## config.mk

```make
export PLATFORM = sky130hd
export DESIGN_NAME = tgc_tx_global_ctrl
export DESIGN_NICKNAME = d
export VERILOG_FILES = /design/src/rtl/tgc_pkg.sv /design/src/rtl/tgc_tx_global_ctrl.sv
export SDC_FILE = /design/constraint.sdc
export NUM_CORES = 1
export LEC_CHECK = 0
export BUFFER_PORTS_ARGS = -buffer_cell sky130_fd_sc_hd__buf_4
export CAP_MARGIN = 20
export CORE_MARGIN = 1.5
export CORE_UTILIZATION = 25
export DETAILED_ROUTE_END_ITERATION = 10
export PLACE_DENSITY = 0.47
export SYNTH_ARGS = -nofsm -noshare
export SYNTH_HDL_FRONTEND = slang
export SYNTH_SLANG_ARGS = --single-unit
```

## constraint.sdc

```tcl
create_clock -name core_clk -period 1.8 [get_ports core_clk]
set_input_delay 0 -clock core_clk [delete_from_list [all_inputs] [get_ports core_clk]]
set_output_delay 0 -clock core_clk [all_outputs]
set_load 0.005 [all_outputs]
```

## src/rtl/tgc_pkg.sv

```systemverilog
// package for the transmit global control alias and transmit bit mask
// assumes a plain strobe register port with byte-addressed word offsets
package tgc_pkg;

    // ----------------------------------------------------------------
    // register map (byte addresses, one aligned word each)
    // ----------------------------------------------------------------
    localparam logic [7:0] ADDR_GLOBAL = 8'h00;
    localparam logic [7:0] ADDR_TX_ALIAS = 8'h04;
    localparam logic [7:0] ADDR_KEEP = 8'h08;
    localparam logic [7:0] ADDR_FORMAT = 8'h0C;

    // ----------------------------------------------------------------
    // field positions and reset values
    // ----------------------------------------------------------------
    localparam int TX_LSB = 8;
    localparam int TX_MSB = 12;
    localparam int RX_LSB = 0;
    localparam int RX_MSB = 4;
    localparam int PAD_LSB = 13;
    localparam int PAD_MSB = 14;
    localparam int PBIT_LSB = 8;
    localparam int PBIT_MSB = 12;
    localparam logic [4:0] CTRL_RESET = 5'h00;
    localparam logic [31:0] KEEP_RESET = 32'h00000000;
    localparam logic [31:0] WORD_ZERO = 32'h00000000;
    localparam logic [31:0] WORD_ONES = 32'hFFFFFFFF;
    localparam logic [4:0] IDX_RESET = 5'h00;

    // pad source codes
    typedef enum logic [1:0] {
        PAD_ZERO = 2'h0,
        PAD_ONE = 2'h1,
        PAD_WORD_BIT = 2'h2,
        PAD_RESERVED = 2'h3
    } tgc_pad_t;

    // five run controls of one direction, msb first
    typedef struct packed {
        logic fsyncGenRun;
        logic sequencerRun;
        logic serializersActive;
        logic hfDividerRun;
        logic bitclkDividerRun;
    } tgc_ctrl_t;

    // transmit word leaving the format unit
    typedef struct packed {
        logic valid;
        logic [31:0] data;
    } tgc_word_t;

endpackage

```

## src/rtl/tgc_tx_global_ctrl.sv

```systemverilog
// transmit global control alias, shared global control and transmit mask
// assumes synchronous active-low reset and single-cycle bus strobes
//
// Operation
// - alias writes change only transmit control bits 12..8 of global control
// - alias reads return the whole global control word, receive bits included
// - transmit section reset or release leaves receive controls untouched
// - bit 12 holds transmit frame sync generator in reset when 0
// - bit 11 holds transmit sequencer in reset when 0
// - bit 10 clears transmit serializers when 0
// - bit 9 holds transmit high-frequency divider in reset when 0
// - bit 8 holds transmit bit clock divider in reset when 0
// - alias bits 4..0 show receive controls; alias writes to them ignored
// - reserved bits read zero and ignore writes
// - keep bit 0 replaces the data bit with the pad value
// - keep bit 1 passes the data bit unchanged
// - masking happens before reverse and rotate, before shifting
// - pad source 0 gives zero, 1 gives one, 2 a word bit, 3 reserved
// - five-bit index picks which written word bit supplies the pad
`timescale 1ns/1ps
`default_nettype none

module tgc_tx_global_ctrl (
    input wire logic core_clk, // 125 MHz bus clock
    input wire logic rst_n, // synchronous reset, active low
    input wire logic clkEn, // freezes all state when low
    input wire logic [7:0] regAddr, // byte address
    input wire logic [31:0] regWdata, // write data
    input wire logic regWr, // write strobe
    input wire logic regRd, // read strobe
    output logic [31:0] regRdata, // read data, cycle after strobe
    input var tgc_pkg::tgc_word_t txWordIn, // word as written to buffer
    output var tgc_pkg::tgc_word_t txWordOut, // masked word to reverse unit
    output var tgc_pkg::tgc_ctrl_t txCtrl, // transmit run controls
    output var tgc_pkg::tgc_ctrl_t rxCtrl // receive run controls
);

    // ----------------------------------------------------------------
    // storage
    // ----------------------------------------------------------------
    tgc_pkg::tgc_ctrl_t txCtrl_q;
    tgc_pkg::tgc_ctrl_t rxCtrl_q;
    logic [31:0] keepBits_q;
    tgc_pkg::tgc_pad_t padSource_q;
    logic [4:0] padBitIdx_q;
    logic [31:0] regRdata_q;
    tgc_pkg::tgc_word_t txWordOut_q;

    logic wrGlobal;
    logic wrAlias;
    logic wrKeep;
    logic wrFormat;
    logic [31:0] globalWord;
    logic [31:0] formatWord;
    logic padValue;
    logic [31:0] maskedWord;

    // word-sized view of a control group at a given lsb
    function automatic logic [31:0] placeCtrl(input logic [4:0] c,
                                              input int lsb);
        logic [31:0] w;
        w = tgc_pkg::WORD_ZERO;
        w[lsb +: 5] = c;
        return w;
    endfunction

    // strobes qualified by the clock enable
    assign wrGlobal = clkEn && regWr && regAddr == tgc_pkg::ADDR_GLOBAL;
    assign wrAlias = clkEn && regWr && regAddr == tgc_pkg::ADDR_TX_ALIAS;
    assign wrKeep = clkEn && regWr && regAddr == tgc_pkg::ADDR_KEEP;
    assign wrFormat = clkEn && regWr && regAddr == tgc_pkg::ADDR_FORMAT;

    // ----------------------------------------------------------------
    // shared global control
    // ----------------------------------------------------------------
    // one flip-flop per transmit bit serves both addresses
    always_ff @(posedge core_clk) begin
        if (!rst_n) begin
            txCtrl_q <= tgc_pkg::CTRL_RESET;
        end else if (wrGlobal || wrAlias) begin
            txCtrl_q <= regWdata[tgc_pkg::TX_MSB:tgc_pkg::TX_LSB];
        end
    end

    // receive half only moves through the global address
    always_ff @(posedge core_clk) begin
        if (!rst_n) begin
            rxCtrl_q <= tgc_pkg::CTRL_RESET;
        end else if (wrGlobal) begin
            rxCtrl_q <= regWdata[tgc_pkg::RX_MSB:tgc_pkg::RX_LSB];
        end
    end

    // run controls go straight out; 0 means held in reset
    assign txCtrl = txCtrl_q;
    assign rxCtrl = rxCtrl_q;

    // reserved bits stay zero by construction
    assign globalWord = placeCtrl(txCtrl_q, tgc_pkg::TX_LSB)
                      | placeCtrl(rxCtrl_q, tgc_pkg::RX_LSB);

    // ----------------------------------------------------------------
    // mask and format registers
    // ----------------------------------------------------------------
    always_ff @(posedge core_clk) begin
        if (!rst_n) begin
            keepBits_q <= tgc_pkg::KEEP_RESET;
        end else if (wrKeep) begin
            keepBits_q <= regWdata;
        end
    end

    // reserved pad code is stored but pads with zero
    always_ff @(posedge core_clk) begin
        if (!rst_n) begin
            padSource_q <= tgc_pkg::PAD_ZERO;
            padBitIdx_q <= tgc_pkg::IDX_RESET;
        end else if (wrFormat) begin
            padSource_q <= tgc_pkg::tgc_pad_t'(
                regWdata[tgc_pkg::PAD_MSB:tgc_pkg::PAD_LSB]);
            padBitIdx_q <= regWdata[tgc_pkg::PBIT_MSB:tgc_pkg::PBIT_LSB];
        end
    end

    assign formatWord = {17'h00000, padSource_q, padBitIdx_q, 8'h00};

    // ----------------------------------------------------------------
    // register read port
    // ----------------------------------------------------------------
    // unmapped addresses read zero; data valid only the cycle after
    always_ff @(posedge core_clk) begin
        if (!rst_n) begin
            regRdata_q <= tgc_pkg::WORD_ZERO;
        end else if (clkEn) begin
            if (regRd) begin
                unique case (regAddr)
                    tgc_pkg::ADDR_GLOBAL: regRdata_q <= globalWord;
                    tgc_pkg::ADDR_TX_ALIAS: regRdata_q <= globalWord;
                    tgc_pkg::ADDR_KEEP: regRdata_q <= keepBits_q;
                    tgc_pkg::ADDR_FORMAT: regRdata_q <= formatWord;
                    default: regRdata_q <= tgc_pkg::WORD_ZERO;
                endcase
            end else begin
                regRdata_q <= tgc_pkg::WORD_ZERO;
            end
        end
    end

    assign regRdata = regRdata_q;

    // ----------------------------------------------------------------
    // mask and pad datapath
    // ----------------------------------------------------------------
    // pad bit is picked from the word as written, not after reversal
    always_comb begin
        unique case (padSource_q)
            tgc_pkg::PAD_ZERO: padValue = 1'b0;
            tgc_pkg::PAD_ONE: padValue = 1'b1;
            tgc_pkg::PAD_WORD_BIT: padValue = txWordIn.data[padBitIdx_q];
            tgc_pkg::PAD_RESERVED: padValue = 1'b0;
        endcase
    end

    // keep bit 1 passes data, 0 substitutes pad
    assign maskedWord = (txWordIn.data & keepBits_q)
                      | ({32{padValue}} & ~keepBits_q);

    // registered hand-off to the reverse and rotate stages
    always_ff @(posedge core_clk) begin
        if (!rst_n) begin
            txWordOut_q <= '0;
        end else if (clkEn) begin
            txWordOut_q.valid <= txWordIn.valid;
            if (txWordIn.valid) begin
                txWordOut_q.data <= maskedWord;
            end
        end
    end

    assign txWordOut = txWordOut_q;

    // ----------------------------------------------------------------
    // checks
    // ----------------------------------------------------------------
    // control register writes and holds
    a_alias_tx_write: assert property (
        @(posedge core_clk) disable iff (!rst_n)
        wrAlias |=>
        txCtrl_q == $past(regWdata[tgc_pkg::TX_MSB:tgc_pkg::TX_LSB]))
        else $error("alias write did not load transmit bits");

    a_alias_rx_hold: assert property (
        @(posedge core_clk) disable iff (!rst_n)
        wrAlias && !wrGlobal |=> $stable(rxCtrl_q))
        else $error("alias write disturbed receive bits");

    a_global_tx_write: assert property (
        @(posedge core_clk) disable iff (!rst_n)
        wrGlobal |=>
        txCtrl_q == $past(regWdata[tgc_pkg::TX_MSB:tgc_pkg::TX_LSB]))
        else $error("global write did not load transmit bits");

    a_global_rx_write: assert property (
        @(posedge core_clk) disable iff (!rst_n)
        wrGlobal |=>
        rxCtrl_q == $past(regWdata[tgc_pkg::RX_MSB:tgc_pkg::RX_LSB]))
        else $error("global write did not load receive bits");

    a_tx_hold_idle: assert property (
        @(posedge core_clk) disable iff (!rst_n)
        !(wrGlobal || wrAlias) |=> $stable(txCtrl_q))
        else $error("transmit controls moved without a write");

    a_rx_hold_idle: assert property (
        @(posedge core_clk) disable iff (!rst_n)
        !wrGlobal |=> $stable(rxCtrl_q))
        else $error("receive controls moved without a global write");

    // each transmit run control follows its own alias bit
    a_fsync_bit: assert property (
        @(posedge core_clk) disable iff (!rst_n)
        wrAlias |=>
        txCtrl.fsyncGenRun == $past(regWdata[tgc_pkg::TX_LSB + 4]))
        else $error("frame sync run control wrong");

    a_sequencer_bit: assert property (
        @(posedge core_clk) disable iff (!rst_n)
        wrAlias |=>
        txCtrl.sequencerRun == $past(regWdata[tgc_pkg::TX_LSB + 3]))
        else $error("sequencer run control wrong");

    a_serializer_bit: assert property (
        @(posedge core_clk) disable iff (!rst_n)
        wrAlias |=>
        txCtrl.serializersActive == $past(regWdata[tgc_pkg::TX_LSB + 2]))
        else $error("serializer control wrong");

    a_hf_divider_bit: assert property (
        @(posedge core_clk) disable iff (!rst_n)
        wrAlias |=>
        txCtrl.hfDividerRun == $past(regWdata[tgc_pkg::TX_LSB + 1]))
        else $error("high-frequency divider control wrong");

    a_bitclk_bit: assert property (
        @(posedge core_clk) disable iff (!rst_n)
        wrAlias |=>
        txCtrl.bitclkDividerRun == $past(regWdata[tgc_pkg::TX_LSB]))
        else $error("bit clock divider control wrong");

    // read port contents and timing
    a_alias_read_full: assert property (
        @(posedge core_clk) disable iff (!rst_n)
        clkEn && regRd && regAddr == tgc_pkg::ADDR_TX_ALIAS
        |=> regRdata == $past(globalWord))
        else $error("alias read did not return global word");

    a_alias_read_rx: assert property (
        @(posedge core_clk) disable iff (!rst_n)
        clkEn && regRd && regAddr == tgc_pkg::ADDR_TX_ALIAS
        |=> regRdata[tgc_pkg::RX_MSB:tgc_pkg::RX_LSB] == $past(rxCtrl_q))
        else $error("alias read lost receive controls");

    a_global_read: assert property (
        @(posedge core_clk) disable iff (!rst_n)
        clkEn && regRd && regAddr == tgc_pkg::ADDR_GLOBAL
        |=> regRdata == $past(globalWord))
        else $error("global read wrong");

    a_keep_read: assert property (
        @(posedge core_clk) disable iff (!rst_n)
        clkEn && regRd && regAddr == tgc_pkg::ADDR_KEEP
        |=> regRdata == $past(keepBits_q))
        else $error("keep mask read wrong");

    a_read_idle_zero: assert property (
        @(posedge core_clk) disable iff (!rst_n)
        clkEn && !regRd |=> regRdata == tgc_pkg::WORD_ZERO)
        else $error("read data not zero outside the answer cycle");

    a_reserved_zero: assert property (
        @(posedge core_clk) disable iff (!rst_n)
        (globalWord & ~(placeCtrl(tgc_pkg::CTRL_RESET ^ 5'h1F, tgc_pkg::TX_LSB)
        | placeCtrl(tgc_pkg::CTRL_RESET ^ 5'h1F, tgc_pkg::RX_LSB)))
        == tgc_pkg::WORD_ZERO)
        else $error("reserved control bits not zero");

    a_shared_view: assert property (
        @(posedge core_clk) disable iff (!rst_n)
        wrGlobal ##1 (clkEn && regRd && regAddr == tgc_pkg::ADDR_TX_ALIAS)
        |=> regRdata[tgc_pkg::TX_MSB:tgc_pkg::TX_LSB]
        == $past(regWdata[tgc_pkg::TX_MSB:tgc_pkg::TX_LSB], 2))
        else $error("alias does not see global write");

    // mask and format registers
    a_keep_write: assert property (
        @(posedge core_clk) disable iff (!rst_n)
        wrKeep |=> keepBits_q == $past(regWdata))
        else $error("keep mask write lost");

    a_format_write: assert property (
        @(posedge core_clk) disable iff (!rst_n)
        wrFormat |=>
        padBitIdx_q == $past(regWdata[tgc_pkg::PBIT_MSB:tgc_pkg::PBIT_LSB]))
        else $error("pad bit index write lost");

    // word path: pass, pad and hand-off
    a_keep_pass: assert property (
        @(posedge core_clk) disable iff (!rst_n)
        clkEn && txWordIn.valid |=>
        (txWordOut.data & $past(keepBits_q))
        == ($past(txWordIn.data) & $past(keepBits_q)))
        else $error("kept bits changed");

    a_pad_fill: assert property (
        @(posedge core_clk) disable iff (!rst_n)
        clkEn && txWordIn.valid && padSource_q == tgc_pkg::PAD_ONE |=>
        (txWordOut.data | $past(keepBits_q)) == tgc_pkg::WORD_ONES)
        else $error("masked bits not padded with one");

    a_pad_zero_fill: assert property (
        @(posedge core_clk) disable iff (!rst_n)
        clkEn && txWordIn.valid && padSource_q == tgc_pkg::PAD_ZERO |=>
        (txWordOut.data & ~$past(keepBits_q)) == tgc_pkg::WORD_ZERO)
        else $error("masked bits not padded with zero");

    a_pad_reserved: assert property (
        @(posedge core_clk) disable iff (!rst_n)
        clkEn && txWordIn.valid && padSource_q == tgc_pkg::PAD_RESERVED |=>
        (txWordOut.data & ~$past(keepBits_q)) == tgc_pkg::WORD_ZERO)
        else $error("reserved pad code did not pad zero");

    a_pad_wordbit: assert property (
        @(posedge core_clk) disable iff (!rst_n)
        clkEn && txWordIn.valid && padSource_q == tgc_pkg::PAD_WORD_BIT
        && !keepBits_q[0] |=>
        txWordOut.data[0] == $past(txWordIn.data[padBitIdx_q]))
        else $error("word bit pad wrong");

    a_valid_follow: assert property (
        @(posedge core_clk) disable iff (!rst_n)
        clkEn |=> txWordOut.valid == $past(txWordIn.valid))
        else $error("output valid does not follow input valid");

    a_data_hold: assert property (
        @(posedge core_clk) disable iff (!rst_n)
        clkEn && !txWordIn.valid |=> $stable(txWordOut.data))
        else $error("output word moved without a valid input");

    // clock enable low freezes the control, mask, index, read and word registers
    a_freeze_all: assert property (
        @(posedge core_clk) disable iff (!rst_n)
        !clkEn |=> $stable(txCtrl_q) && $stable(rxCtrl_q)
        && $stable(keepBits_q) && $stable(regRdata_q)
        && $stable(txWordOut_q) && $stable(padBitIdx_q))
        else $error("state moved while clock enable low");

endmodule

`default_nettype wire

```

-- Word level (Yosys, flattened, before mapping)
Cells that the tools add are included.
- muxes and demuxes: 5
- eq/ne operators: 6
- bitwise operators: 5
- reductions and logical operators: 11
- $lt $le $gt $ge: 1
- operator list (kind ; number):
    $pmux W32 S3 ; 1
    $and A32 B32 Y32 ; 2
    $mux W32 ; 1
    $not A32 Y32 ; 1
    $or A32 B32 Y32 ; 1
    $eq A8 B4 Y1 const B ; 2
    $or A13 B5 Y13 ; 1
    $eq A8 B3 Y1 const B ; 1
    $logic_not A8 Y1 ; 1
    $lt A5 B6 Y1 const B ; 1
    $bmux W1 S5 ; 1
    $logic_and A1 B1 Y1 ; 5
    $eq A2 B2 Y1 const B ; 2
    $reduce_or A2 Y1 ; 2
    $pmux W1 S3 ; 1
    $eq A2 B1 Y1 const B ; 1
    $logic_not A2 Y1 ; 1
    $reduce_and A2 Y1 ; 1
    $logic_or A1 B1 Y1 ; 1
    $mux W1 ; 1
- logic and storage cells: 44
- register bits: 114
- input port bits: 78

-- Depth between registers and ports, before layout
Gate-level depths: netlist (run 1).
- depth after elaboration: 5
- depth in mapped cells: 8

-- Worst setup path before layout (run 1)
No wires, ideal clock.
- path kind: register to register
- start: register padBitIdx_q[0]
- end: register txWordOut_q (netlist bit txWordOut[10])
- data arrival time: 1733 ps
- required time: 1665 ps
- cell stages (with the launch flop): 8
- slack: -68 ps
- period minus slack after synthesis: 1868 ps
- library setup time: 135 ps
- cells stage by stage: dfxtp_1 -> buf_6 -> mux2_2 -> o21ai_1 -> nor3_1 -> nor4_4 -> buf_6 -> o31ai_2
- longest elaborated chain between the ends: 5
- RTL lines (item ; line ; RTL):
    start: declaration ; tgc_tx_global_ctrl.sv:45 ; logic [4:0] padBitIdx_q;
    start signal: assignment ; tgc_tx_global_ctrl.sv:117 ; padBitIdx_q <= tgc_pkg::IDX_RESET;
    start signal: assignment ; tgc_tx_global_ctrl.sv:121 ; padBitIdx_q <= regWdata[tgc_pkg::PBIT_MSB:tgc_pkg::PBIT_LSB];
    $bmux W1 S5 ; tgc_tx_global_ctrl.sv:159 ; tgc_pkg::PAD_WORD_BIT: padValue = txWordIn.data[padBitIdx_q];
    $mux W1 (not written as such) ; tgc_tx_global_ctrl.sv:159 ;
    $pmux W1 S3 ; tgc_tx_global_ctrl.sv:156 ; unique case (padSource_q)
    $and A32 B32 Y32 ; tgc_tx_global_ctrl.sv:166 ; | ({32{padValue}} & ~keepBits_q);
    $or A32 B32 Y32 ; tgc_tx_global_ctrl.sv:166 ;
    end: declaration ; tgc_tx_global_ctrl.sv:47 ; tgc_pkg::tgc_word_t txWordOut_q;
Every way passes these cells. The select of a mux whose other input is x is not followed.
A chain may end at the register's enable or synchronous reset.

-- Worst setup path after layout (run 1)
- start: register padBitIdx_q[0]
- end: register txWordOut_q (netlist bit txWordOut[5])
The elaborated chain is that of the path after synthesis.

==> results of run 1 <==
worst max-delay path by stage:
stage                         startpoint             to  cells past startpoint
after floorplan           padBitIdx_q[0]  txWordOut[10]                      7
after CTS                 padBitIdx_q[0]   txWordOut[3]                      8
final                     padBitIdx_q[0]   txWordOut[5]                      8
after detailed placement  padBitIdx_q[0]  txWordOut[15]                      7
after global routing      padBitIdx_q[0]  txWordOut[25]                      8
after global placement    padBitIdx_q[0]   txWordOut[8]                      7
cell usage after synthesis, drive strengths merged:
cell	count
buf	11
nor3	3
ha	1
a21oi	20
nor2b	60
nand2	82
mux2i	18
and3	2
clkbuf	33
nand3	6
a21boi	50
nand2b	16
o21ai	8
or3	1
nor4	3
or2	1
nand4	3
o2111ai	5
dfxtp	114
inv	8
and2	1
o211ai	1
o22ai	9
a211oi	5
nor2	5
a32oi	32
o31ai	33
mux2	13
power by group:
group | switching, mW | internal [mW]
clock | 1.23 | 2.35
sequential | 0.00195 | 2.53
combinational | 0.218 | 0.292
worst max-delay path: cells and delay by family (launching register included):
| family | cells | cell delay, ns |
|---|---|---|
| buffers and inverters | 3 | 0.45 |
| DFF | 1 | 0.37 |
| and+or+nand+nor | 2 | 0.37 |
| muxes | 1 | 0.30 |
| AOI/OAI and AO/OA | 2 | 0.24 |
flip-flops by register name, summed over array words and instances (netlist names):
name / count
rxCtrl: 5
txWordOut: 33
txCtrl: 5
padSource_q: 2
padBitIdx_q: 5
keepBits_q: 32
regRdata: 32
repair_timing:
item | in CTS | in global routing
endpoints found under the hold margin | 86 | 0
buffers inserted | 10 | 0
hold buffers | 66 | 0
pin swaps | 4 | 3
gates resized for setup | 21 | 12
setup endpoints to repair | 32 | 32
cell usage in the layout (no fill, tap or decap), types with 2 or more instances in the layout:
master and n:
inv_1 8, a211oi_1 3, a32oi_1 32, nand2b_1 14
mux2_2 4, mux2i_1 18, buf_4 178, buf_8 3
o22ai_1 5, o2111ai_1 5, clkinvlp_4 3, a21oi_1 20
nand4_1 3, nor2_1 5, and3_1 2, clkbuf_16 17
nand2_1 81, nand3_1 6, nor3_2 2, a21boi_0 49
mux2_4 8, buf_6 2, o22ai_2 4, dfxtp_1 111
o31ai_2 27, dfxtp_2 2, a211oi_2 2, o31ai_4 5
nor2b_1 60, clkbuf_1 2, o21ai_0 5, dlygate4sd3_1 66
bufinv_16 4, buf_12 4, o21ai_2 2, clkinv_4 4
cell families (layout without fill, tap and decap cells):
group | after synthesis | in the layout | share of synthesized area
AND/OR/NAND/NOR | 183 | 183 | 0.181
AO/OA/AOI/OAI | 163 | 163 | 0.264
multiplexers | 31 | 31 | 0.0655
buffers and inverters | 52 | 293 | 0.0449
adder cells (fa/ha/maj) | 1 | 1 | 0.00242
flip-flops | 114 | 114 | 0.442
per-stage QoR:
step,utilization,cells,power (mW)
finish,0.407,1055,6.62
CTS,0.404,1055,6.68
global placement,0.332,947,2.95
floorplan,-,544,2.74
detailed placement,0.332,947,2.95
global route,0.407,1055,6.82
metal layers:
| layer | up-vias | GRT usage | share of wire |
|---|---|---|---|
| met4 | 0 | 0.0545 | 0.014 |
| met3 | 16 | 0.0341 | 0.037 |
| met5 | - | 0 | 0 |
| li1 | 2420 | - | - |
| met2 | 109 | 0.268 | 0.48 |
| met1 | 2348 | 0.210 | 0.47 |
area by class of cell:
type,count,area (um^2)
clock inverter,12,183
tap,270,338
inverter,8,30.0
timing repair buffer,253,2140
clock buffer,20,447
sequential,114,2290
fill,1992,12000
multi-input combinational,378,2810
==> results.yml, run 1 <==
yosys:
  yosysSeqAreaShare: 0.442
  synth.top_cell.area_share: 0.442
  synthTopCellsByArea: "dfxtp_1 44%, o31ai_2 7.5%, nor2b_1 7.3%"
  syn_nets: 623
  syn_area_um2: 5160
  synth_cells: 544
  syn_area_per_cell_um2: 9.49
  synth_top_area_cell: "dfxtp_1"
  yosysUniqueCellTypes: 39
  ys.warnings.count: 0
  ys_seq_elements: 114
clocking:
  clkTransAtPathRegs_ns: 0.05
  htree_levels: 4
  clockBufferDepth: 2
  cts_tree: "built"
  clockRootBuffer: "clkbuf_16"
  clock-sinks: 114
  clk_latency_ns: 0.42
  cts_buffers: 17
route:
  avgViaCountPerCell: 4.64
  drt_iter0_markers: 220
  wl_per_cell_um: 16.6
  drt-total-wl_um: 17500
  drc: 0
  ant_nets: 0
  vias: 4893
  dr.pass1.iters: 4
global_route:
  grt_max_degree: 44
  grt_pass1_vias: 4999
  grt_use_total: 0.162
  grt_overflow: 0
  grt_pass1_wl_um: 27200
  antenna_found_initial: 0
timing:
  clock.fmax_mhz: 541
  relSlewSlack: 0.416
  setup_viol: 31
  skew_ns: 0.00601
  hold_viol_final: 0
  drv_slew: 0
  setup_tns_ns: -0.797
  fin_ws_ns: -0.0473
  rsz0062_at_grt: "true"
  worstMarginPinSlew_ns: 0.874
  timing.hold.ws_ns: 0.0159
  period_share: 1.03
  fin_crit_ns: 1.85
critical_path:
  crit_path_max_fanout: 8
  cp-end-kind: "register"
  worstSetupStartpointType: "register"
  r2r-end: "txWordOut[5]"
  crit_path_cell_trace: "buf_6 > mux2_4 > o22ai_2 > nor3_2 > nor4_4 > buf_4 > buf_8 > o31ai_2"
  max_stage_delay_ns: 0.37
  crit_arrival_ns: 2.15
  crit_type: "register to register"
  crit_required_ns: 2.10
  ff2ff_path_depth: 8
  cp_slowest_cell: "dfxtp_4"
  rrSetupSlack_ns: -0.05
  rr_startpoint: "padBitIdx_q[0]"
floorplan:
  fp.dieArea_um2: 21500
  fp-row-count: 52
  initial_core_util: 0.255
  coreArea_um2: 20200
  ioPinCount: 153
  die_w_um: 147
  die_h_um: 147
place:
  post-place-ws_ns: -0.353
  hpwl_um: 12600
  place_area_um2: 6710
  gp_congestion: 0.788
  io_buffers: 152
power_and_ir_drop:
  peakVddDrop_mv: 0.642
  p_leak_nw: 3.27
  power.density_nw_per_um2: 804
final_layout:
  drive_gt1_frac: 0.362
  antenna_cells: 0
  final_area_um2: 8240
  fin_nets: 851
  area_delta_synth_final_pct: 59.6
worst_hold_path:
  min_path_cells: 3
  hold_end: "regRdata[13]"
  holdCritStartpoint: "regAddr[3]"
  hold_path.class: "input pin to register"
flow_run:
  maxCapViolations: 0
outcome:
  violations: "negative setup slack"
  outcome: "finished with violations"
No activity file was read; power rests on OpenSTA's default activity.
==> run 2: changes to the inputs <==
--- a/config.mk
+++ b/config.mk
@@ -8,9 +8,10 @@
 export BUFFER_PORTS_ARGS = -buffer_cell sky130_fd_sc_hd__buf_4
 export CAP_MARGIN = 20
 export CORE_MARGIN = 1.5
-export CORE_UTILIZATION = 25
+export CORE_UTILIZATION = 47
 export DETAILED_ROUTE_END_ITERATION = 10
-export PLACE_DENSITY = 0.47
+export PLACE_DENSITY = 0.78
+export SETUP_SLACK_MARGIN = 0.02
 export SYNTH_ARGS = -nofsm -noshare
 export SYNTH_HDL_FRONTEND = slang
 export SYNTH_SLANG_ARGS = --single-unit
==> results.yml, run 2 (synthesis gave the netlist of run 1 again) <==
flow_run:
  maxCapViolations: 0
critical_path:
  worstSetupStartpointType: "register"
  crit_type: "register to register"
  ff2ff_path_depth: 8
  r2r-end: "txWordOut[26]"
  crit_required_ns: 2.20
  cp-end-kind: "register"
  rr_startpoint: "padBitIdx_q[0]"
  rrSetupSlack_ns: -0.17
  crit_arrival_ns: 2.37
  crit_path_max_fanout: 9
floorplan:
  initial_core_util: 0.478
  fp-row-count: 38
  ioPinCount: 153
  die_w_um: 108
  fp.dieArea_um2: 11600
  coreArea_um2: 10800
  die_h_um: 108
global_route:
  grt_pass1_wl_um: 28000
  grt_max_degree: 83
  grt_overflow: 0
  antenna_found_initial: 0
  grt_use_total: 0.318
  grt_pass1_vias: 5377
worst_hold_path:
  hold_path.class: "input pin to register"
  min_path_cells: 5
  holdCritStartpoint: "regAddr[3]"
  hold_end: "regRdata[3]"
final_layout:
  drive_gt1_frac: 0.341
  final_area_um2: 7950
  final_common_cell: "buf_4"
  mostFrequentLayoutCells: "168 x buf_4, 113 x dfxtp_1, 82 x nand2_1"
  antenna_cells: 0
  largest_reg_flops: 33
  fin_nets: 848
  area_delta_synth_final_pct: 54.0
  instances_no_fill: 922
timing:
  relSlewSlack: 0.539
  worstMarginPinSlew_ns: 0.692
  period_share: 1.09
  hold_viol_final: 0
  fin_ws_ns: -0.167
  rsz0062_at_grt: "true"
  fin_crit_ns: 1.97
  skew_ns: 0.00605
  drv_slew: 0
  setup_tns_ns: -4.67
  clock.fmax_mhz: 508
  setup_viol: 32
route:
  avgViaCountPerCell: 5.93
  drt-total-wl_um: 18700
  vias: 5466
  wl_per_cell_um: 20.3
  drt_iter0_markers: 421
  drc: 0
  dr.pass1.iters: 5
  ant_nets: 0
place:
  io_buffers: 152
  hpwl_um: 10500
  place_area_um2: 6490
  dp_cells: 811
  gp_congestion: 0.854
power_and_ir_drop:
  p_leak_nw: 3.21
  p_clk_frac: 0.517
  peakVddDrop_mv: 0.551
  seqPwrFrac: 0.400
  switching_share: 0.223
  power.density_nw_per_um2: 795
  p_int_mw: 4.91
  p_comb_frac: 0.084
  switchingPower_mw: 1.41
clocking:
  htree_levels: 4
  clkTransAtPathRegs_ns: 0.06
  clock-sinks: 114
  clockRootBuffer: "clkbuf_8"
  clk_latency_ns: 0.52
  cts_tree: "built"
  cts_buffers: 17
  clockBufferDepth: 2
outcome:
  outcome: "finished with violations"
  violations: "negative setup slack"
run 2: changes by cell type in the layout (fill, tap and decap cells not counted), sizes merged:
cell	previous run	this run
clkbuf	20	21
dlygate4sd3	66	73
clkinv	5	7
buf	187	176
clkinvlp	3	2
bufinv	4	3
run 2: worst max path at each step:
| stage | start | slack, ns | endpoint |
|---|---|---|---|
| 2_1_floorplan | padBitIdx_q[0] | -0.05 | txWordOut[10] |
| 3_3_place_gp | padBitIdx_q[0] | -0.13 | txWordOut[13] |
| 3_5_place_dp | padBitIdx_q[0] | -0.21 | txWordOut[15] |
| 4_1_cts | padBitIdx_q[0] | -0.08 | txWordOut[26] |
| 5_1_grt | padBitIdx_q[0] | -0.24 | txWordOut[21] |
| 6_report | padBitIdx_q[0] | -0.17 | txWordOut[26] |
run 2: power by group through the flow:
| stage | logic (mW) | registers (mW) | clock network [mW] |
|---|---|---|---|
| detailed placement | 0.353 | 2.58 | 0 |
| global placement | 0.352 | 2.58 | 0 |
| finish | 0.528 | 2.53 | 3.27 |
| floorplan | 0.152 | 2.58 | 0 |
| CTS | 0.496 | 2.53 | 3.28 |
| global route | 0.548 | 2.53 | 3.42 |
run 2: routing by layer:
metal / up-vias / GRT usage / share of wire / wire (um)
li1: 2405 / - / - / -
met1: 2609 / 0.364 / 0.38 / 7100
met2: 353 / 0.535 / 0.49 / 9120
met3: 99 / 0.0672 / 0.073 / 1370
met4: 0 / 0.206 / 0.059 / 1110
met5: - / 0 / 0 / 0
run 2: final cells by class:
cell class / instances / area, um^2
fill: 676 / 2840
multi-input combinational: 378 / 2730
sequential: 114 / 2290
timing repair buffer: 250 / 2160
clock buffer: 20 / 425
tap: 140 / 175
clock inverter: 12 / 140
inverter: 8 / 30.0
run 2: timing repair:
item | CTS | global route
gates resized for setup | 11 | 13
gates cloned | 2 | 1
setup buffers | 3 | 0
hold buffers | 73 | 0
pin swaps | 1 | 1
setup endpoints to repair | 32 | 34
endpoints found under the hold margin | 88 | 0
run 2: metrics by stage:
| step | worst slack (ns) | total power, mW | util | hold slack (ns) |
|---|---|---|---|---|
| 2_1_floorplan | -0.0517 | 2.74 | - | 0.145 |
| 3_3_place_gp | -0.133 | 2.94 | 0.601 | 0.256 |
| 3_5_place_dp | -0.211 | 2.94 | 0.601 | 0.260 |
| 4_1_cts | -0.0809 | 6.30 | 0.729 | 0.00251 |
| 5_1_grt | -0.240 | 6.49 | 0.736 | 0.0140 |
| 6_report | -0.167 | 6.32 | 0.736 | 0.0214 |
run 2: critical path: stages, from the launching register on:
cell	delay (ns)
dfxtp_4	0.36
clkbuf_16	0.16
buf_4	0.15
a211oi_1	0.34
nor4_2	0.13
nor4_4	0.29
buf_6	0.19
buf_12	0.15
o31ai_2	0.07
==> run 3: changes to the inputs <==
==> constraint.sdc (replaced) <==
create_clock -name core_clk -period 1.8 [get_ports core_clk]
set_input_delay 0.09 -clock core_clk [delete_from_list [all_inputs] [get_ports core_clk]]
set_output_delay 0.09 -clock core_clk [all_outputs]
set_load 0.005 [all_outputs]
==> results.yml, run 3 (synthesis gave the netlist of run 1 again) <==
final_layout:
  fin_util: 0.737
  largest_reg_flops: 33
  antenna_cells: 0
  instances_no_fill: 912
  final_common_cell: "buf_4"
  drive_gt1_frac: 0.348
  fin_nets: 842
  mostFrequentLayoutCells: "167 x buf_4, 113 x dfxtp_1, 82 x nand2_1"
  area_delta_synth_final_pct: 54.2
floorplan:
  initial_core_util: 0.478
  die_w_um: 108
  fp.dieArea_um2: 11600
  fp-row-count: 38
  ioPinCount: 153
  coreArea_um2: 10800
  die_h_um: 108
clocking:
  htree_levels: 4
  clk_latency_ns: 0.51
  clkTransAtPathRegs_ns: 0.05
  clock-sinks: 114
  cts_tree: "built"
  cts_buffers: 17
  clockRootBuffer: "clkbuf_8"
  clockBufferDepth: 2
timing:
  relSlewSlack: 0.559
  timing.hold.ws_ns: 0.130
  clock.fmax_mhz: 516
  setup_viol: 32
  drv_slew: 0
  fin_crit_ns: 1.94
  hold_viol_final: 0
  rsz0062_at_grt: "true"
  period_share: 1.08
  worstMarginPinSlew_ns: 0.661
  setup_tns_ns: -3.69
  fin_ws_ns: -0.137
  skew_ns: 0.00675
critical_path:
  max_stage_delay_ns: 0.38
  crit_type: "register to register"
  rr_startpoint: "padBitIdx_q[0]"
  cp-end-kind: "register"
  ff2ff_path_depth: 8
  crit_arrival_ns: 2.32
  crit_path_max_fanout: 8
  rrSetupSlack_ns: -0.14
  crit_required_ns: 2.19
  r2r-end: "txWordOut[21]"
  cp_slowest_cell: "dfxtp_4"
  cp_num_buf_inv: 3
  crit_path_cell_trace: "buf_12 > mux2_2 > o22ai_1 > nor4_2 > nor4_4 > buf_6 > buf_8 > o31ai_2"
  critPathTopFamily: "buffers and inverters"
  worstSetupStartpointType: "register"
power_and_ir_drop:
  p_clk_frac: 0.520
  seqPwrFrac: 0.398
  switchingPower_mw: 1.32
  p_int_mw: 5.03
  p_comb_frac: 0.082
  power.density_nw_per_um2: 799
  switching_share: 0.208
  peakVddDrop_mv: 0.734
  p_leak_nw: 3.19
route:
  vias: 5331
  ant_nets: 0
  dr.pass1.iters: 8
  avgViaCountPerCell: 5.85
  drc: 0
  drt-total-wl_um: 18300
  drt_iter0_markers: 438
  wl_per_cell_um: 20.0
place:
  gp_congestion: 0.854
  hpwl_um: 10500
  dp_cells: 812
  io_buffers: 152
flow_run:
  maxCapViolations: 0
global_route:
  grt_pass1_vias: 5250
  grt_pass1_wl_um: 26900
  grt_max_degree: 83
  antenna_found_initial: 0
  grt_use_total: 0.302
  grt_overflow: 0
outcome:
  outcome: "finished with violations"
  violations: "negative setup slack"
worst_hold_path:
  min_path_cells: 3
  hold_path.class: "input pin to register"
  holdCritStartpoint: "regAddr[2]"
  hold_end: "rxCtrl[2]"
[run 3: final cells by class]
class	instances	area (um^2)
flip-flops and latches	114	2290
inverters	8	30.0
repair buffers	244	2100
clock inverters	6	105
clock buffers	22	473
well taps	140	175
fillers	677	2840
multi-input cells	378	2790
[run 3: repair_timing]
| action | CTS | global route |
|---|---|---|
| setup endpoints to repair | 32 | 37 |
| hold endpoints to repair | 85 | 0 |
| gates resized for setup | 15 | 19 |
| pin swaps | 1 | 5 |
| gates cloned | 2 | 0 |
| hold buffers | 67 | 0 |
| setup buffers | 3 | 0 |
[run 3: stage by stage]
stage          total power, mW  instance area (um^2)  setup slack, ns
2_1_floorplan             2.74                  5180          -0.0517
3_3_place_gp              2.93                  6490           -0.134
3_5_place_dp              2.94                  6490           -0.210
4_1_cts                   6.34                  7860          -0.0621
5_1_grt                   6.50                  7960           -0.200
6_report                  6.36                  7960           -0.137
[run 3: worst min-delay path: cells and delay by family]
kind | cells | cell delay, ns
buffers and inverters | 1 | 0.21
AOI/OAI and AO/OA | 2 | 0.28
[run 3: power groups by stage]
stage	clock network [mW]	registers [mW]	logic, mW
2_1_floorplan	0	2.58	0.152
3_3_place_gp	0	2.58	0.352
3_5_place_dp	0	2.58	0.353
4_1_cts	3.32	2.53	0.492
5_1_grt	3.43	2.53	0.543
6_report	3.31	2.53	0.521
[run 3: worst max-delay path by stage]
stage,startpoint,end,slack [ns],cells past startpoint
6_report,padBitIdx_q[0],txWordOut[21],-0.14,8
5_1_grt,padBitIdx_q[2],txWordOut[20],-0.20,7
4_1_cts,padBitIdx_q[0],txWordOut[23],-0.06,8
3_5_place_dp,padBitIdx_q[0],txWordOut[14],-0.21,7
3_3_place_gp,padBitIdx_q[0],txWordOut[13],-0.13,7
2_1_floorplan,padBitIdx_q[0],txWordOut[10],-0.05,7
[run 3: routing by layer]
layer / vias up / track usage / routed length (um)
met1: 2539 / 0.362 / 6960
li1: 2387 / - / -
met4: 0 / 0.175 / 960
met2: 324 / 0.503 / 9140
met3: 81 / 0.0575 / 1230
met5: - / 0 / 0
